<file path="src/include/sac_defines.svh">
`ifndef SAC_DEFINES_SVH
`define SAC_DEFINES_SVH

`define SAC_RES_BITS        8
`define SAC_CODE_ZERO       8'h00
`define SAC_CODE_MID        8'h80
`define SAC_CODE_FULL       8'hFF
`define SAC_FRAME_DATA_EDGES 6'h0A
`define SAC_LEAD_ZERO_EDGES 6'h01
`define SAC_PWRUP_CAL_EDGES 6'h10
`define SAC_CAL_START_EDGE  6'h11
`define SAC_CAL_END_EDGE    6'h20
`define SAC_EDGE_CNT_MAX    6'h3F
`define SAC_OFFSET_ZERO     9'h000
`define SAC_ACQ_TIME_NS     275
`define SAC_CLK_PERIOD_NS   8
`define SAC_ACQ_CYCLES      (((`SAC_ACQ_TIME_NS) + (`SAC_CLK_PERIOD_NS) - 1) / (`SAC_CLK_PERIOD_NS))

`endif

</file>
<file path="src/include/sac_pkg.sv">
package sac_pkg;

    typedef enum logic [1:0] {
        SAC_IDLE,
        SAC_CONVERT,
        SAC_CALIBRATE,
        SAC_ACQUIRE
    } sac_phase_t;

    typedef struct packed {
        logic [7:0] code;
        logic       cal;
    } sac_word_t;

    typedef struct packed {
        logic sdo_out;
        logic sdo_oe;
    } sac_pin_t;

endpackage

</file>
<file path="src/core/sac_core.sv">
// How it works
// RULE1: Chip-select falling edge samples the differential input and starts converting.
// RULE2: Inputs isolated while converting; reconnected for acquisition once conversion ends.
// RULE3: Each result is an 8-bit unsigned straight-binary code.
// RULE4: Codes saturate at 00 and FF; half scale gives 80.
// RULE5: A frame runs from chip-select fall to chip-select rise.
// RULE6: Leading 0 at chip-select fall, then another 0, then eight result bits.
// RULE7: After ten serial clocks data output stays low for the frame.
// RULE8: Chip-select rise ends the frame and releases the data output.
// RULE9: Host leaves 275 ns acquisition after conversion before next sample.
// RULE10: First frame after power-up calibrates and holds data output low.
// RULE11: Power-up calibration needs 16 falling edges, else offset stays unchanged.
// RULE12: Offset register clears at power-up and is not reachable serially.
// RULE13: Analog inputs are disconnected during any calibration.
// RULE14: Host keeps chip select high 275 ns after power-up calibration.
// RULE15: Later results are corrected by the stored offset before shifting.
// RULE16: Frames of 32 edges convert first, calibrate from edge 17 to 32.
// RULE17: Frames shorter than 32 edges leave the stored offset unchanged.
// RULE18: Host should calibrate at power-up, recalibrate after drift.
// RULE19: Only power cycling clears the calibration result.
// RULE20: Result bits leave most significant bit first after two zeros.
// RULE21: Host samples each bit between launching and next falling edge.
`timescale 1ns/1ps
`default_nettype none
`include "sac_defines.svh"

module sac_fifo #(
    parameter int WIDTH = 9,
    parameter int DEPTH = 8
) (
    input  wire logic             i_ref_clk,
    input  wire logic             i_rst_n,
    input  wire logic [WIDTH-1:0] i_data,
    input  wire logic             i_valid,
    output logic                  o_ready,
    output logic      [WIDTH-1:0] o_data,
    output logic                  o_valid,
    input  wire logic             i_ready
);
    localparam int AW = $clog2(DEPTH);
    logic [WIDTH-1:0] mem [DEPTH];
    logic [AW:0]      wr_reg;
    logic [AW:0]      rd_reg;
    logic             push;
    logic             pop;

    assign o_valid = (wr_reg != rd_reg);
    assign o_ready = (wr_reg[AW-1:0] != rd_reg[AW-1:0]) || (wr_reg[AW] == rd_reg[AW]);
    assign push    = i_valid && o_ready;
    assign pop     = o_valid && i_ready;
    assign o_data  = mem[rd_reg[AW-1:0]];

    always_ff @(posedge i_ref_clk) begin
        if (push) begin
            mem[wr_reg[AW-1:0]] <= i_data;
        end
    end

    always_ff @(posedge i_ref_clk or negedge i_rst_n) begin
        if (!i_rst_n) begin
            wr_reg <= '0;
            rd_reg <= '0;
        end else begin
            if (push) begin
                wr_reg <= wr_reg + 1'b1;
            end
            if (pop) begin
                rd_reg <= rd_reg + 1'b1;
            end
        end
    end
endmodule

module sac_core
    import sac_pkg::*;
#(
    parameter int RES_BITS = `SAC_RES_BITS,
    parameter int FIFO_DEPTH = 8
) (
    input  wire logic                i_ref_clk,
    input  wire logic                i_rst_n,
    input  wire logic                i_cs_n,
    input  wire logic                i_sclk,
    input  wire logic [RES_BITS-1:0] i_sample_code,
    input  wire logic                i_sample_valid,
    output logic                     o_sample_ready,
    input  wire logic [RES_BITS-1:0] i_cal_offset_code,
    output logic                     o_sdo_out,
    output logic                     o_sdo_oe,
    output logic                     o_input_connect,
    output logic                     o_sample_strobe,
    output logic                     o_converting,
    output logic                     o_calibrating,
    output logic                     o_cal_done
);
    logic       cs_meta_reg;
    logic       cs_sync_reg;
    logic       cs_prev_reg;
    logic       sclk_meta_reg;
    logic       sclk_sync_reg;
    logic       sclk_prev_reg;
    logic       cs_fall;
    logic       cs_rise;
    logic       sclk_fall;
    logic       frame_reg;
    logic [5:0] edge_reg;
    logic       powered_reg;
    logic       cal_frame_reg;
    logic [8:0] offset_reg;
    logic [8:0] offset_next;
    logic [7:0] shift_reg;
    logic [7:0] corrected;
    sac_phase_t phase_reg;
    sac_word_t  fifo_in;
    sac_word_t  fifo_out;
    logic       fifo_valid;
    logic       fifo_in_ready;
    logic       fifo_pop;

    // Saturating subtraction of the stored offset keeps codes within 00 and FF.
    function automatic logic [7:0] sac_correct(input logic [7:0] raw, input logic [8:0] off);
        logic signed [10:0] sum;
        sum = $signed({3'b000, raw}) - $signed({{2{off[8]}}, off});
        if (sum < $signed({3'b000, `SAC_CODE_ZERO})) begin // RULE4
            sac_correct = `SAC_CODE_ZERO;
        end else if (sum > $signed({3'b000, `SAC_CODE_FULL})) begin
            sac_correct = `SAC_CODE_FULL;
        end else begin
            sac_correct = sum[7:0];
        end
    endfunction

    // Calibration completes on the 16th fall of the power-up frame or the 32nd of a normal one.
    function automatic logic sac_cal_end(input logic [5:0] cnt, input logic pwr_frame);
        sac_cal_end = pwr_frame ? (cnt == `SAC_PWRUP_CAL_EDGES - 6'h01)
                                : (cnt == `SAC_CAL_END_EDGE - 6'h01);
    endfunction

    always_ff @(posedge i_ref_clk or negedge i_rst_n) begin
        if (!i_rst_n) begin
            cs_meta_reg   <= 1'b1;
            cs_sync_reg   <= 1'b1;
            cs_prev_reg   <= 1'b1;
            sclk_meta_reg <= 1'b0;
            sclk_sync_reg <= 1'b0;
            sclk_prev_reg <= 1'b0;
        end else begin
            cs_meta_reg   <= i_cs_n;
            cs_sync_reg   <= cs_meta_reg;
            cs_prev_reg   <= cs_sync_reg;
            sclk_meta_reg <= i_sclk;
            sclk_sync_reg <= sclk_meta_reg;
            sclk_prev_reg <= sclk_sync_reg;
        end
    end

    assign cs_fall   = cs_prev_reg && !cs_sync_reg;
    assign cs_rise   = !cs_prev_reg && cs_sync_reg;
    assign sclk_fall = frame_reg && sclk_prev_reg && !sclk_sync_reg;

    // The sample source feeds results through the FIFO; one word is popped per frame, except in the power-up frame.
    assign fifo_in   = '{code: i_sample_code, cal: 1'b0};
    assign fifo_pop  = cs_fall && !cal_frame_reg && powered_reg;

    sac_fifo #(
        .WIDTH($bits(sac_word_t)),
        .DEPTH(FIFO_DEPTH)
    ) u_fifo (
        .i_ref_clk(i_ref_clk),
        .i_rst_n  (i_rst_n),
        .i_data   (fifo_in),
        .i_valid  (i_sample_valid),
        .o_ready  (fifo_in_ready),
        .o_data   (fifo_out),
        .o_valid  (fifo_valid),
        .i_ready  (fifo_pop)
    );

    assign corrected = sac_correct(fifo_valid ? fifo_out.code : `SAC_CODE_MID, offset_reg); // RULE15

    always_ff @(posedge i_ref_clk or negedge i_rst_n) begin
        if (!i_rst_n) begin
            frame_reg <= 1'b0;
            edge_reg  <= '0;
        end else if (cs_fall) begin // RULE5
            frame_reg <= 1'b1;
            edge_reg  <= '0;
        end else if (cs_rise) begin
            frame_reg <= 1'b0;
        end else if (sclk_fall && edge_reg != `SAC_EDGE_CNT_MAX) begin
            edge_reg <= edge_reg + 6'h01;
        end
    end

    always_ff @(posedge i_ref_clk or negedge i_rst_n) begin
        if (!i_rst_n) begin
            powered_reg   <= 1'b0;
            cal_frame_reg <= 1'b0;
        end else if (cs_fall) begin
            powered_reg   <= 1'b1;
            cal_frame_reg <= !powered_reg; // RULE10
        end else if (cs_rise) begin
            cal_frame_reg <= 1'b0;
        end
    end

    always_comb begin
        offset_next = offset_reg;
        if (sclk_fall && sac_cal_end(edge_reg, cal_frame_reg)) begin // RULE11 RULE16 RULE17
            offset_next = {i_cal_offset_code[7], i_cal_offset_code};
        end
    end

    // Only the asynchronous reset, standing for power-up, clears the offset.
    always_ff @(posedge i_ref_clk or negedge i_rst_n) begin
        if (!i_rst_n) begin
            offset_reg <= `SAC_OFFSET_ZERO; // RULE12 RULE19
        end else begin
            offset_reg <= offset_next;
        end
    end

    always_ff @(posedge i_ref_clk or negedge i_rst_n) begin
        if (!i_rst_n) begin
            phase_reg <= SAC_IDLE;
        end else begin
            case (phase_reg)
                SAC_IDLE, SAC_ACQUIRE: begin
                    if (cs_fall) begin // RULE1
                        phase_reg <= powered_reg ? SAC_CONVERT : SAC_CALIBRATE;
                    end
                end
                SAC_CONVERT: begin
                    if (cs_rise || (sclk_fall && edge_reg == `SAC_FRAME_DATA_EDGES - 6'h01)) begin
                        phase_reg <= SAC_ACQUIRE; // RULE2
                    end else if (sclk_fall && edge_reg == `SAC_CAL_START_EDGE - 6'h01) begin
                        phase_reg <= SAC_CALIBRATE;
                    end
                end
                SAC_CALIBRATE: begin
                    if (cs_rise || (sclk_fall && edge_reg == `SAC_CAL_END_EDGE - 6'h01)) begin
                        phase_reg <= SAC_ACQUIRE;
                    end
                end
                default: phase_reg <= SAC_IDLE;
            endcase
            if (phase_reg == SAC_ACQUIRE && frame_reg && !cal_frame_reg && sclk_fall
                && edge_reg == `SAC_CAL_START_EDGE - 6'h01) begin
                phase_reg <= SAC_CALIBRATE; // RULE16
            end
        end
    end

    always_ff @(posedge i_ref_clk or negedge i_rst_n) begin
        if (!i_rst_n) begin
            o_input_connect <= 1'b1;
            o_converting    <= 1'b0;
            o_calibrating   <= 1'b0;
            o_sample_strobe <= 1'b0;
            o_cal_done      <= 1'b0;
            o_sample_ready  <= 1'b0;
        end else begin
            o_converting    <= (phase_reg == SAC_CONVERT);
            o_calibrating   <= (phase_reg == SAC_CALIBRATE);
            o_input_connect <= (phase_reg == SAC_IDLE) || (phase_reg == SAC_ACQUIRE); // RULE2 RULE13
            o_sample_strobe <= cs_fall; // RULE1
            o_cal_done      <= sclk_fall && sac_cal_end(edge_reg, cal_frame_reg); // RULE11 RULE16
            o_sample_ready  <= fifo_in_ready;
        end
    end

    // Data output: two zeros then the corrected code MSB first, then low.
    always_ff @(posedge i_ref_clk or negedge i_rst_n) begin
        if (!i_rst_n) begin
            o_sdo_out <= 1'b0;
            o_sdo_oe  <= 1'b0;
            shift_reg <= `SAC_CODE_ZERO;
        end else if (cs_fall) begin
            o_sdo_out <= 1'b0; // RULE6
            o_sdo_oe  <= 1'b1;
            shift_reg <= powered_reg ? corrected : `SAC_CODE_ZERO; // RULE3 RULE10
        end else if (cs_rise) begin
            o_sdo_out <= 1'b0;
            o_sdo_oe  <= 1'b0; // RULE8
        end else if (sclk_fall) begin
            if (edge_reg >= `SAC_LEAD_ZERO_EDGES
                && edge_reg < `SAC_FRAME_DATA_EDGES - 6'h01 && !cal_frame_reg) begin
                o_sdo_out <= shift_reg[RES_BITS-1]; // RULE20
                shift_reg <= {shift_reg[RES_BITS-2:0], 1'b0};
            end else begin
                o_sdo_out <= 1'b0; // RULE7
            end
        end
    end

    property p_release;
        @(posedge i_ref_clk) disable iff (!i_rst_n)
        cs_rise |=> !o_sdo_oe;
    endproperty
    a_release: assert property (p_release) else $error("data output not released"); // RULE8

    property p_drive;
        @(posedge i_ref_clk) disable iff (!i_rst_n)
        cs_fall |=> o_sdo_oe && !o_sdo_out;
    endproperty
    a_drive: assert property (p_drive) else $error("leading zero missing"); // RULE6

    property p_tail_low;
        @(posedge i_ref_clk) disable iff (!i_rst_n)
        frame_reg && edge_reg > `SAC_FRAME_DATA_EDGES |-> !o_sdo_out;
    endproperty
    a_tail_low: assert property (p_tail_low) else $error("output high after ten clocks"); // RULE7

    property p_cal_low;
        @(posedge i_ref_clk) disable iff (!i_rst_n)
        cal_frame_reg |=> !o_sdo_out;
    endproperty
    a_cal_low: assert property (p_cal_low) else $error("output high in power-up frame"); // RULE10

    property p_short_keep;
        @(posedge i_ref_clk) disable iff (!i_rst_n)
        !(sclk_fall && sac_cal_end(edge_reg, cal_frame_reg)) |=> $stable(offset_reg);
    endproperty
    a_short_keep: assert property (p_short_keep) else $error("offset changed without edge"); // RULE17

    property p_isolate;
        @(posedge i_ref_clk) disable iff (!i_rst_n)
        phase_reg == SAC_CALIBRATE |=> !o_input_connect;
    endproperty
    a_isolate: assert property (p_isolate) else $error("inputs connected in calibration"); // RULE13

    property p_conv_iso;
        @(posedge i_ref_clk) disable iff (!i_rst_n)
        phase_reg == SAC_CONVERT |=> !o_input_connect && o_converting;
    endproperty
    a_conv_iso: assert property (p_conv_iso) else $error("inputs connected in conversion"); // RULE2

    property p_sample;
        @(posedge i_ref_clk) disable iff (!i_rst_n)
        cs_fall |=> o_sample_strobe ##1 !o_sample_strobe;
    endproperty
    a_sample: assert property (p_sample) else $error("sample strobe wrong"); // RULE1

    c_cal_frame: cover property (@(posedge i_ref_clk) disable iff (!i_rst_n)
        cal_frame_reg && o_cal_done);
    c_recal: cover property (@(posedge i_ref_clk) disable iff (!i_rst_n)
        !cal_frame_reg && o_calibrating ##[1:1000] o_cal_done);
    c_data_one: cover property (@(posedge i_ref_clk) disable iff (!i_rst_n)
        o_sdo_oe && o_sdo_out);
endmodule

`default_nettype wire

</file>
<file path="config.mk">
export PLATFORM = sky130hd
export DESIGN_NAME = sac_core
export DESIGN_NICKNAME = d
export VERILOG_FILES = /design/src/include/sac_pkg.sv /design/src/core/sac_core.sv
export VERILOG_INCLUDE_DIRS = /design/src /design/src/include
export SDC_FILE = /design/constraint.sdc
export NUM_CORES = 1
export LEC_CHECK = 0
export ABC_AREA = 1
export BUFFER_PORTS_ARGS = -buffer_cell sky130_fd_sc_hd__clkbuf_2
export CAP_MARGIN = 10
export CORE_UTILIZATION = 50
export DETAILED_ROUTE_END_ITERATION = 8
export GPL_TIMING_DRIVEN = 1
export PLACE_DENSITY = 0.67
export SYNTH_ARGS = -nofsm -noshare
export SYNTH_HDL_FRONTEND = slang
export SYNTH_SLANG_ARGS = --single-unit
</file>
<file path="constraint.sdc">
create_clock -name i_ref_clk -period 5.8 [get_ports i_ref_clk]
set_input_delay 0.87 -clock i_ref_clk [delete_from_list [all_inputs] [get_ports i_ref_clk]]
set_output_delay 0.87 -clock i_ref_clk [all_outputs]
set_load 0.05 [all_outputs]
</file>
After elaboration in Yosys (flattened, before gate mapping)
Memory sizes are Yosys's and may differ from the RTL's.
Index checks and enable logic that the tools add are counted.
{"block": "op_classes", "add_sub_neg": 4, "n_mul": 0, "n_div": 0, "order_cmp": 4, "eq_ne": 15, "n_shift": 0, "muxes": 28, "n_bitwise": 0, "n_reduce_logical": 38}
{"cell": "8-bit 2-to-1 mux", "n": 8}
{"cell": "1-bit logical AND", "n": 19}
{"cell": "6-bit 2-to-1 mux", "n": 3}
{"cell": "6-bit by 4-bit equality test with 1-bit output (second input constant)", "n": 2}
{"cell": "6-bit by 5-bit equality test with 1-bit output (second input constant)", "n": 2}
{"cell": "2-bit 2-to-1 mux", "n": 6}
{"cell": "10-bit by 9-bit greater-than comparator with 1-bit output (second input constant)", "n": 1}
{"cell": "10-bit by 1-bit less-than comparator with 1-bit output (second input constant)", "n": 1}
{"cell": "1-bit 2-to-1 mux", "n": 10}
{"cell": "9-bit by 8-bit subtractor with 10-bit output", "n": 1}
{"cell": "4-bit by 1-bit adder with 4-bit output (second input constant)", "n": 2}
{"cell": "2-bit nonzero test", "n": 4}
{"cell": "6-bit by 1-bit adder with 6-bit output (second input constant)", "n": 1}
{"cell": "6-bit by 1-bit greater-or-equal comparator with 1-bit output (second input constant)", "n": 1}
{"cell": "6-bit by 4-bit less-than comparator with 1-bit output (second input constant)", "n": 1}
{"cell": "3-bit != test (second input constant)", "n": 2}
{"cell": "6-bit != test (second input constant)", "n": 1}
{"cell": "2-bit one-hot mux with 3 select lines", "n": 1}
{"cell": "3-bit AND reduction", "n": 2}
{"cell": "1-bit logical NOT", "n": 5}
{"cell": "2-bit equality test (second input constant)", "n": 2}
{"cell": "1-bit logical OR", "n": 4}
{"cell": "4-bit != test", "n": 1}
{"cell": "4-bit != test (second input constant)", "n": 1}
{"cell": "other kinds (8)", "n": 8}
{"block": "word_totals", "regBits": 48, "latchBits": 0, "ramBits": 64, "romBits": 0, "out_inout_bits": 8, "mem_count": 1}
{"name": "u_fifo.mem", "words": 8, "width": 8, "rd": 1, "rd_ports_with_merged_regs": 0, "wr": 1, "line": "sac_core.sv:41", "text": "logic [WIDTH-1:0] mem [DEPTH];"}

Longest topological paths before layout
{"block": "depth", "ltp_word": 8, "mapped_depth": 18, "mapped_depth_nobuf": 17}

By module
From an unflattened synthesis, not the netlist that was laid out.
{"block": "unflattened", "hier_cells": 610, "area_unflattened_um2": 5911.9}
{"mod": "sac_fifo", "n_inst": 1, "cells_per_inst": 287, "area_each_um2": 3385.7, "seq_area_each_um2": 2362.3}
{"mod": "sac_core", "n_inst": 1, "cells_per_inst": 323, "area_each_um2": 2526.2, "seq_area_each_um2": 1006.0}

Least setup slack after synthesis
No wires, ideal clock.
{"block": "synth_path", "path_kind": "register to register", "from": "register u_fifo.rd_reg[1]", "to": "register shift_reg[1]", "setup_ns": 0.077, "t_arrival_ns": 2.525, "t_required_ns": 5.723, "path_slack_ns": 3.197, "stages_incl_launch_ff": 18, "period_less_slack_ns": 2.603, "cell_sequence": "dfrtp_1 buf_2 inv_1 buf_2 o21ai_0 o221ai_1 o211ai_1 ha_1 fa_1 inv_1 nand3_1 nand2_1 nand2_1 nand2_1 nand4_2 nand3_1 nand2_1 a21oi_1"}
{"block": "synth_between", "elab_chain_len": 8}
{"element": "start: declaration", "line": "sac_core.sv:43", "text": "logic [AW:0] rd_reg;"}
{"element": "start signal: assignment", "line": "sac_core.sv:68", "text": "rd_reg <= rd_reg + 1'b1;"}
{"element": "memory read 8 x 8 bit / 4-bit != test (equally long branches)"}
{"element": "8-bit 2-to-1 mux (no line) *"}
{"element": "9-bit by 8-bit subtractor with 10-bit output *", "line": "sac_core.sv:123", "text": "sum = $signed({3'b000, raw}) - $signed({{2{off[8]}}, off});"}
{"element": "10-bit by 9-bit greater-than comparator with 1-bit output", "line": "sac_core.sv:126", "text": "end else if (sum > $signed({3'b000, `SAC_CODE_FULL})) begin"}
{"element": "8-bit 2-to-1 mux", "line": "sac_core.sv:126"}
{"element": "8-bit 2-to-1 mux *", "line": "sac_core.sv:124", "text": "if (sum < $signed({3'b000, `SAC_CODE_ZERO})) begin"}
{"element": "8-bit 2-to-1 mux (no line) *"}
{"element": "8-bit 2-to-1 mux *", "line": "sac_core.sv:278", "text": "end else if (cs_fall) begin"}
{"element": "end signal: assignment", "line": "sac_core.sv:277", "text": "shift_reg <= `SAC_CODE_ZERO;"}
{"element": "end signal: assignment", "line": "sac_core.sv:281", "text": "shift_reg <= powered_reg ? corrected : `SAC_CODE_ZERO;"}
{"element": "end signal: assignment", "line": "sac_core.sv:289", "text": "shift_reg <= {shift_reg[RES_BITS-2:0], 1'b0};"}
{"element": "end: declaration", "line": "sac_core.sv:111", "text": "logic [7:0] shift_reg;"}
Mark *: on every way between the ends. The rest lies on a longest branch, timed or not.
A chain may end at the register's enable or synchronous reset.

Worst setup path in the final report
Ends and elaborated chain as after synthesis.

==> results.toml <==
[clocking]
cts.root.buffer_cell = "clkbuf_8"
cts_sinks = 112
clk_latency_ps = 380
ctsResizeCount = 0
ctsHoldBuffers = 0
h-tree-depth = 3
cts_setup_buffers = 0
clkTransAtPathRegs_ps = 110
numCtsBuffers = 9
tritoncts = "yes"
clockBufferDepth = 2

[layout]
final_cell_mix = "nor2_1, nand2_1, edfxtp_1, inv_1, o21ai_0"
layout-drive-gt1-share = 0.144
area_growth_pct = 7.96
largest_register_ffs = 64
fillers = 902
num-nets-final = 614
diodes = 0
final_common_cell = "nor2_1"

[worst_setup_path]
critPathKind = "flip-flop to flip-flop"
crit_arrival_ps = 3780
worstPathCellList = "inv_1, o21ai_0, o22ai_1, o21ai_0, a31oi_1, ha_1, nand2_1, nand2_2, nand2_2, nand2_2, nand2_2, nand4_1, a21oi_4, nand2_1, a21oi_1"
cpMostUsedCell = "nand2_2"
required_ps = 6080
path_max_fanout = 20
worst_setup_path_end_kind = "flip-flop"
slowest_stage = "dfrtp_1"
slowest_delay_ps = 650
cp-start-kind = "flip-flop"

[logic_synthesis]
syn_nets = 588
syn_area_um2 = 5440
syn_avg_cell_area_um2 = 9.98
yosysSeqAreaShare = 0.575
synth_seq_cells = 112
yosys_warnings = 0
yosysUniqueCellTypes = 42
syn_inst = 545

[global_route]
grt_usage = 0.212
grt_max_degree = 49
antenna_found_initial = 0
grt_pass1_wl_um = 18400
gr-total-overflow = 0
grt_pass1_vias = 3715

[timing]
finalSetupViolations = 0
final_max_slew_viol_count = 0
fmax_mhz = 286
hold_slack_ps = 362
post-route-min-period_ps = 3490
fin_tns_setup_ps = 0
slew_headroom = 0.358
period_share = 0.602
rsz0062_at_grt = "no"
tightestPinTransition_ps = 960
setup_ws_ps = 2310
fin_skew_ps = 21.1
finalHoldViolCount = 0

[die]
die_y_um = 106
fp-row-count = 37
io_pins = 29
core_um2 = 10400
dieWidth_um = 106
start_util = 0.522
die_area_um2 = 11300

[run_status]
outcome = "finished, final reports clean"

[placed_design]
place_hpwl_um = 7620
dp_slack_ps = 2370
portBuffers = 28
globalplace.congestion = 0.863

[detailed_routing]
wl_um = 11100
first_pass_iters = 4
drt_iter0_markers = 228
wl_per_cell_um = 15.5
vias_per_cell = 5.32
via_count = 3786
drc = 0
antenna_left = 0

[pwr]
cellLeakagePower_nw = 2.52
powerDensity_nw_per_um2 = 466
ir_drop_v = 0.000262

[hold_path]
hold_class = "flip-flop to flip-flop"

[flow_run]
cap_viol_max_count = 0
## critical path: cells and delay by family, from the launching register on
family | cells | cell delay, ps
compound gates | 6 | 1190
fa+ha+maj | 1 | 370
buf+inv | 1 | 520
flops | 1 | 650
simple gates | 7 | 670
## worst paths after layout
check	from	end	slack, ps	depth (start not counted)
max in group asynchronous	i_rst_n	shift_reg[7]	4810	2
min in group asynchronous	i_rst_n	offset_reg[2]	570	2
setup / recovery	u_fifo.rd_reg[1]	shift_reg[1]	2310	15
hold reg to reg	cs_meta_reg	cs_sync_reg	360	0
hold / removal	cs_meta_reg	cs_sync_reg	360	0
setup reg to reg	u_fifo.rd_reg[1]	shift_reg[1]	2310	15
## cell usage after synthesis, drive strengths merged
cell type   n  area [um2]
xor2        9        78.8
dfstp       4         105
nor3        3        20.0
o211ai      3        22.5
xnor2       5        43.8
edfxtp     64        1920
o22ai       9        56.3
clkbuf      5        18.8
nor2       89         367
or2         2        12.5
ha         21         263
a31oi       5        31.3
a21oi      23         141
o21ai      57         297
buf        10        51.3
nand4       4        31.3
o221ai      2        17.5
fa          1        20.0
nand3      30         183
nand3b      3        22.5
a22oi       1        7.51
dfrtp      44        1100
nor3b       1        7.51
inv        61         231
nand2      89         389
## layout make-up
type / instances / area [um2] / share of cell area
multi-input cells: 357 / 2010 / 0.342
clock inverters: 7 / 53.8 / 0.00916
flip-flops and latches: 112 / 3130 / 0.533
repair buffers: 30 / 155 / 0.0264
clock buffers: 9 / 124 / 0.0211
inverters: 61 / 231 / 0.0394
well taps: 136 / 170 / 0.0290
## where the power goes
part	internal, mW	total (mW)	switching [mW]
registers	1.00	1.10	0.0984
clock network	0.161	0.435	0.274
logic	0.408	1.20	0.794
## per-stage QoR
stage                     cell area, um2  total power, mW  cells   util
after floorplan                     5440             2.02    545      -
after global placement              5700             2.28    696  0.547
after detailed placement            5700             2.31    696  0.547
after CTS                           5870             2.75    712  0.564
after global routing                5870             2.94    712  0.564
final                               5870             2.74    712  0.564
## routing by layer
layer	vias to the layer above	routed length (um)	global-route usage
met4	0	213	0.0774
met1	1810	5000	0.278
met2	85	5420	0.355
li1	1874	-	-
met3	17	424	0.0368
met5	-	0	0
## cells by family after synthesis
logic type / share of synthesized area
simple gates: 0.190
flops: 0.575
compound gates: 0.105
buf+inv: 0.0554
fa+ha+maj: 0.0520
xor+xnor: 0.0225
Note: power is estimated with default switching activity, not from simulation.
